$ cat config.mk
export PLATFORM = sky130hd
export DESIGN_NAME = pld_input_blocking
export DESIGN_NICKNAME = d
export VERILOG_FILES = /design/src/logic/pld_block_pkg.sv /design/src/logic/pld_input_blocking.sv
export SDC_FILE = /design/constraint.sdc
export NUM_CORES = 1
export LEC_CHECK = 0
export BUFFER_PORTS_ARGS = -buffer_cell sky130_fd_sc_hd__buf_4
export CORE_UTILIZATION = 50
export DETAILED_ROUTE_END_ITERATION = 6
export GPL_ROUTABILITY_DRIVEN = 1
export PLACE_DENSITY = 0.73
export SYNTH_ARGS = -nofsm -noshare
export SYNTH_HDL_FRONTEND = slang
export SYNTH_SLANG_ARGS = --single-unit
export TNS_END_PERCENT = 50
$ cat constraint.sdc
create_clock -name clk -period 3.4 [get_ports clk]
set_input_delay 0.34 -clock clk [delete_from_list [all_inputs] [get_ports clk]]
set_output_delay 0.34 -clock clk [all_outputs]
set_load 0.02 [all_outputs]
$ cat src/logic/pld_block_pkg.sv
// Constants shared by the programmable logic input gating block
package pld_block_pkg;
    localparam int          CLK_PERIOD_NS  = 20;
    // Shortest quiet time before the logic arrays latch and sleep
    localparam int          PLD_LATCH_NS   = 100;
    localparam int          PLD_LATCH_CYC  = (PLD_LATCH_NS + CLK_PERIOD_NS - 1) / CLK_PERIOD_NS;
    localparam int          LATCH_W        = 4;
    localparam logic [3:0]  IDLE_LIMIT     = 4'hF;

    // Register select codes on the register port
    localparam logic        SEL_POWER_CTRL = 1'h0;
    localparam logic        SEL_INPUT_BLK  = 1'h1;
    localparam logic [7:0]  REG_RESET      = 8'h00;

    // Power control fields
    localparam int          PC_AUTO_PD_EN  = 1;
    localparam int          PC_TURBO_OFF   = 3;
    localparam int          PC_CLK_BUS_BLK = 4;
    localparam int          PC_CLK_MC_BLK  = 5;

    // Input block fields: strobe i sits at IB_STROBE_LSB + i
    localparam int          IB_STROBE_LSB  = 2;
    localparam int          IB_PORTC7      = 6;

    // Synchroniser lanes
    localparam int          LN_RD          = 0;
    localparam int          LN_WR          = 1;
    localparam int          LN_PSEN        = 2;
    localparam int          LN_ALE         = 3;
    localparam int          LN_PORTC7      = 4;
    localparam int          LN_CLK         = 5;
    localparam int          LN_BAT         = 6;
    localparam int          N_LANES        = 7;

    // Level shown on the logic input bus by a blocked input
    localparam logic [4:0]  BUS_IDLE       = 5'h07;
    localparam logic [6:0]  PIN_RESET      = 7'h07;
endpackage

$ cat src/logic/pld_input_blocking.sv
// Input gating, clock distribution and auto power-down for the programmable logic arrays
// Contract
// - Input-block bits 2..5 each block one bus strobe from the logic input bus.
// - Blocking touches only the logic bus; strobes always reach the memory arrays.
// - Input-block bit 6 blocks the port C bit 7 input from the bus.
// - Power-control bit 4 removes common clock from bus; power-down counter still clocked.
// - Power-control bit 5 stops macrocell clocking only; bus and counter keep it.
// - Common clock feeds macrocells, logic bus term and the auto power-down counter.
// - Non-turbo: any transition on an unblocked strobe wakes the logic arrays.
// - Non-turbo: latch and sleep between transitions; fast inputs behave as turbo.
// - When configured, standby indicator pin outputs the battery switch-over state.
// - Power-control bit 3: zero keeps turbo on by default, one allows standby.
// - Counter counts idle ALE clock periods, indicates power-down at 15, ALE clears.
// - Both registers clear on power-up reset, unchanged by warm reset and power-down.
`timescale 1ns/1ns
module pld_input_blocking
    import pld_block_pkg::*;
(
    // Clock and resets
    input  wire logic       clk,
    input  wire logic       rst_b,
    input  wire logic       warm_rst,
    // Register port
    input  wire logic       reg_sel,
    input  wire logic       reg_wr,
    input  wire logic [7:0] reg_wdata,
    output logic      [7:0] reg_rdata,
    // Pins from outside the clock domain
    input  wire logic       rd_n,
    input  wire logic       wr_n,
    input  wire logic       psen_n,
    input  wire logic       ale,
    input  wire logic       port_c_bit7_input,
    input  wire logic       common_clock_in,
    input  wire logic       battery_switched,
    // Configuration levels
    input  wire logic       clock_pin_assigned,
    input  wire logic       standby_ind_en,
    // Memory array strobes
    output logic            mem_rd_n,
    output logic            mem_wr_n,
    output logic            mem_psen_n,
    output logic            mem_ale,
    // Logic input bus
    output logic            pld_rd_n,
    output logic            pld_wr_n,
    output logic            pld_psen_n,
    output logic            pld_ale,
    output logic            pld_port_c7,
    output logic            pld_clk_term,
    output logic            power_down_indicator,
    // Output macrocell clock and array power state
    output logic            macrocell_clk_en,
    output logic            pld_standby,
    // Standby indicator pin
    output logic            standby_indicator_pin_out,
    output logic            standby_indicator_pin_oe
);

    typedef struct packed {
        logic [7:0]         pwr;
        logic [7:0]         blk;
        logic [N_LANES-1:0] s1;
        logic [N_LANES-1:0] s2;
        logic               ale_prev;
        logic               clk_prev;
        logic [3:0]         pd_cnt;
        logic               pd_flag;
        logic [4:0]         bus;
        logic               clk_term;
        logic               mc_en;
        logic [LATCH_W-1:0] idle_cnt;
        logic               standby;
        logic [3:0]         mem;
        logic [7:0]         rdata;
        logic               stby_out;
    } state_t;

    state_t q;
    state_t d;

    logic clk_src;
    logic clk_rise;
    logic ale_edge;
    logic bus_change;

    always_comb begin
        d = q;
        // Second stage alone reads the first
        d.s1 = {battery_switched, common_clock_in, port_c_bit7_input, ale, psen_n, wr_n, rd_n};
        d.s2 = q.s1;

        // Without the pin assigned there is no clock source at all
        clk_src  = q.s2[LN_CLK] & clock_pin_assigned;
        clk_rise = clk_src & ~q.clk_prev;
        ale_edge = q.s2[LN_ALE] ^ q.ale_prev;
        d.clk_prev = clk_src;
        d.ale_prev = q.s2[LN_ALE];

        // Registers change only by host write; warm reset and power-down leave them
        if (reg_wr) begin
            if (reg_sel == SEL_POWER_CTRL) begin
                d.pwr = reg_wdata;
            end else begin
                d.blk = reg_wdata;
            end
        end
        d.rdata = (reg_sel == SEL_POWER_CTRL) ? q.pwr : q.blk;

        // Memory arrays see every strobe whatever the block bits say
        d.mem = q.s2[LN_ALE:LN_RD];

        for (int i = 0; i < 4; i++) begin
            d.bus[i] = q.blk[IB_STROBE_LSB + i] ? BUS_IDLE[i] : q.s2[i];
        end
        d.bus[LN_PORTC7] = q.blk[IB_PORTC7] ? BUS_IDLE[LN_PORTC7] : q.s2[LN_PORTC7];

        d.clk_term = clk_src & ~q.pwr[PC_CLK_BUS_BLK];
        d.mc_en    = clk_rise & ~q.pwr[PC_CLK_MC_BLK];

        // Counter keeps its clock even when bus or macrocell paths are blocked
        if (ale_edge || !q.pwr[PC_AUTO_PD_EN] || warm_rst) begin
            d.pd_cnt  = 4'h0;
            d.pd_flag = 1'b0;
        end else if (clk_rise && !q.pd_flag) begin
            d.pd_cnt  = q.pd_cnt + 4'h1;
            d.pd_flag = (q.pd_cnt == IDLE_LIMIT - 4'h1);
        end

        // Any change on an unblocked input, including clock and power-down terms, wakes the arrays
        bus_change = (d.bus != q.bus) || (d.clk_term != q.clk_term) || (d.pd_flag != q.pd_flag);
        if (!q.pwr[PC_TURBO_OFF] || bus_change || warm_rst) begin
            d.idle_cnt = '0;
            d.standby  = 1'b0;
        end else if (q.idle_cnt != LATCH_W'(PLD_LATCH_CYC)) begin
            // Inputs faster than the latch time never reach standby, as in turbo
            d.idle_cnt = q.idle_cnt + LATCH_W'(1);
        end else begin
            d.standby = 1'b1;
        end

        d.stby_out = q.s2[LN_BAT];
    end

    always_ff @(posedge clk or negedge rst_b) begin
        if (!rst_b) begin
            q          <= '0;
            q.pwr      <= REG_RESET;
            q.blk      <= REG_RESET;
            q.s1       <= PIN_RESET;
            q.s2       <= PIN_RESET;
            q.bus      <= BUS_IDLE;
            q.mem      <= PIN_RESET[3:0];
        end else begin
            q <= d;
        end
    end

    assign reg_rdata                 = q.rdata;
    assign mem_rd_n                  = q.mem[LN_RD];
    assign mem_wr_n                  = q.mem[LN_WR];
    assign mem_psen_n                = q.mem[LN_PSEN];
    assign mem_ale                   = q.mem[LN_ALE];
    assign pld_rd_n                  = q.bus[LN_RD];
    assign pld_wr_n                  = q.bus[LN_WR];
    assign pld_psen_n                = q.bus[LN_PSEN];
    assign pld_ale                   = q.bus[LN_ALE];
    assign pld_port_c7               = q.bus[LN_PORTC7];
    assign pld_clk_term              = q.clk_term;
    assign power_down_indicator      = q.pd_flag;
    assign macrocell_clk_en          = q.mc_en;
    assign pld_standby               = q.standby;
    assign standby_indicator_pin_out = q.stby_out;
    assign standby_indicator_pin_oe  = standby_ind_en;
endmodule

==> results_dict.tcl <==
set metrics [dict create \
    drt-total-wl_um 3730 \
    holdBufCountCts 0 \
    post_cts_buffers 0 \
    synth.top_cell.area_share_pct 51.9 \
    regToRegSetupSlack_ps 1750 \
    grt_pass1_vias 1431 \
    multi_input_area_sq_um 728 \
    cts_tree "built" \
    layoutNonFillerInstCount 255 \
    die_height_um 70.8 \
    violations "design-rule violations" \
    drive_above_1_share_pct 50.7 \
    ys_ff_latch 61 \
    cpPeakStageDelay_ps 510 \
    wl_per_cell_um 14.6 \
    start_kind "flip-flop" \
    top_usage_layer "met2" \
    slew_headroom_pct 47.4 \
    syn_area_sq_um 2360 \
    path_max_fanout 7 \
    use_met1_pct 23.4 \
    r2r_end "pld_standby" \
    initial_core_util_pct 53.2 \
    reg2reg_from "d[12]" \
    synth_cells 156 \
    status "finished with violations" \
    vias 1265 \
    use_met3_pct 4.56 \
    post_cts_resized 0 \
    gp_congestion 0.717 \
    critPathCaptureType "flip-flop" \
    fmax_mhz 606 \
    drv_cap 0 \
    min_period_over_period_pct 48.5 \
    final_nets 224 \
    dp.cells 239 \
    portBuffers 42 \
    grt_max_degree 62 \
    die_w_um 70.8 \
    clock_latency_ps 330 \
    fillCellCount 353 \
    synth_warnings 0 \
    yosysTopAreaCell "dfrtp_1" \
    grt_usage_pct 18.2 \
    dp_hpwl_um 2620 \
    cts_inserted_buffers 9 \
    synth_area_per_cell_sq_um 15.2 \
    fin_skew_ps 7.16 \
    cp.arrival_ps 1900 \
    setup_viol 0 \
    antenna_found_initial 0 \
    drc 2 \
    setup_tns_ps 0 \
    final_hold_viol_count 0 \
    postLayoutCellArea_sq_um 2850 \
    grt_overflow_total 0 \
    ant_nets 0 \
    largest_reg_flops 28 \
    h-tree-depth 3 \
    r2r_cells 4 \
    firstDrtPassIters 6 \
    vdd_ir_drop_max_mv 0.313 \
    ys_seq_area_share_pct 65.2 \
    dieArea_sq_um 5010 \
    cellPowerDensity_nw_per_um2 565 \
    p_leak_nw 1.29 \
    regMostFlops "q" \
    dpl-instance-area_sq_um 2670 \
    root_buffer "clkbuf_8" \
    crit_type "reg -> reg" \
    grt_pass1_wl_um 6600 \
    synth_cell_type_count 32 \
    vias_per_cell 4.96 \
    io_pins 45 \
    tightest_slew_ps 787 \
    drv_slew 0 \
    antenna_cells 0 \
    clockBufferDepth 2 \
    core_sq_um 4440 \
    use_met2_pct 27.0 \
    hold_path_class "in -> async" \
    syn_nets 182 \
    num_rows 24 \
    cp.required_ps 3650 \
    post-route-util_pct 64.0 \
    crit_path_top_delay_cell "a2111oi_4" \
    clk_transition_reported_paths_ps 60 \
    initialDrtViolationCount 94 \
    path_cells "xnor2_1 > nand3b_1 > a2111oi_4 > a21boi_1" \
    ys_top_cells_by_area "dfrtp_1 52%, dfstp_2 13%, mux2_2 11%, buf_4 2.9%, xnor2_4 2.3%" \
    seq_area_sq_um 1540 \
    min_period_ps 1650 \
    rsz0062_at_grt "no" \
    cts_sinks 61 \
    syn_to_final_growth_pct 20.3 \
]
[cells by family (layout without fill, tap and decap cells)]
| logic type | after synthesis | in the layout | share of synthesized area [%] |
|---|---|---|---|
| AOI/OAI and AO/OA | 8 | 8 | 3.07 |
| buffers and inverters | 16 | 63 | 4.02 |
| adders and majority gates | 4 | 4 | 2.12 |
| DFF | 61 | 61 | 65.2 |
| muxes | 24 | 24 | 11.4 |
| xor gates and xnor gates | 11 | 11 | 5.98 |
| and+or+nand+nor | 32 | 32 | 8.20 |
[cells in the final DEF (no fill, tap or decap), types with 4 or more instances in the layout]
| cell | n |
|---|---|
| clkinv_2 | 5 |
| mux2_2 | 24 |
| dfrtp_1 | 49 |
| dfstp_2 | 12 |
| nor2b_1 | 4 |
| nor2_1 | 4 |
| ha_1 | 4 |
| buf_4 | 42 |
| xnor2_1 | 5 |
| inv_1 | 5 |
| nand2_1 | 4 |
| clkbuf_8 | 11 |
[Yosys cell counts]
| cell type | count |
|---|---|
| nand4_1 | 2 |
| or3_1 | 2 |
| buf_2 | 1 |
| nor2b_1 | 4 |
| ha_1 | 4 |
| nand4_2 | 1 |
| inv_1 | 5 |
| a2111oi_4 | 1 |
| nor2b_2 | 1 |
| buf_4 | 9 |
| o21ai_0 | 1 |
| a21oi_1 | 3 |
| or2_1 | 1 |
| nand3_1 | 2 |
| nor3_1 | 3 |
| xnor2_2 | 1 |
| nor2_1 | 4 |
| dfstp_2 | 12 |
| clkbuf_1 | 1 |
| o211a_1 | 1 |
| xnor2_1 | 5 |
| nand2b_1 | 2 |
| nor3_2 | 1 |
| a21boi_1 | 2 |
| or2_4 | 2 |
| mux2_2 | 24 |
| nand3b_1 | 2 |
| xnor2_4 | 2 |
| nand2_1 | 4 |
| and2_1 | 1 |
| dfrtp_1 | 49 |
| xor2_1 | 3 |
[power by group]
part,internal (mW),switching [mW],total (mW)
clock,0.297,0.261,0.558
sequential,0.798,0.0372,0.835
combinational,0.113,0.101,0.215
total,1.21,0.399,1.61
[routing by layer]
metal / up-vias / routed length [um]
met5: - / 0
met4: 0 / 87
met3: 9 / 156
met2: 31 / 1850
met1: 625 / 1640
li1: 600 / -
[through the flow]
step	total power, mW	setup WS (ps)	hold slack (ps)
6_report	1.61	1750	73.0
5_1_grt	1.69	1650	96.8
4_1_cts	1.63	1720	85.8
3_5_place_dp	1.07	1690	339
3_3_place_gp	1.06	1720	335
2_1_floorplan	0.993	1860	44.4
[worst max-delay path: cells and delay by family, from the launching register on]
family / cells / cell delay (ps)
AOI/OAI and AO/OA: 2 / 720
DFF: 1 / 400
and+or+nand+nor: 1 / 290
xor gates and xnor gates: 1 / 170
[cell type report]
class | instances | share of cell area (%)
clock buffers | 11 | 5.32
clock inverters | 5 | 0.880
inverters | 5 | 0.660
multi-input cells | 79 | 25.6
flip-flops and latches | 61 | 54.2
well taps | 52 | 2.29
repair buffers | 42 | 11.1
[worst max path at each step]
stage          slack, ps  startpoint          end
6_report            1750       d[12]  pld_standby
5_1_grt             1650       d[12]  pld_standby
4_1_cts             1720       d[12]  pld_standby
3_5_place_dp        1690     reg_sel        q[59]
3_3_place_gp        1720     reg_sel        q[60]
2_1_floorplan       1860       q[31]  pld_standby
Power figures use the tool's default switching activity.
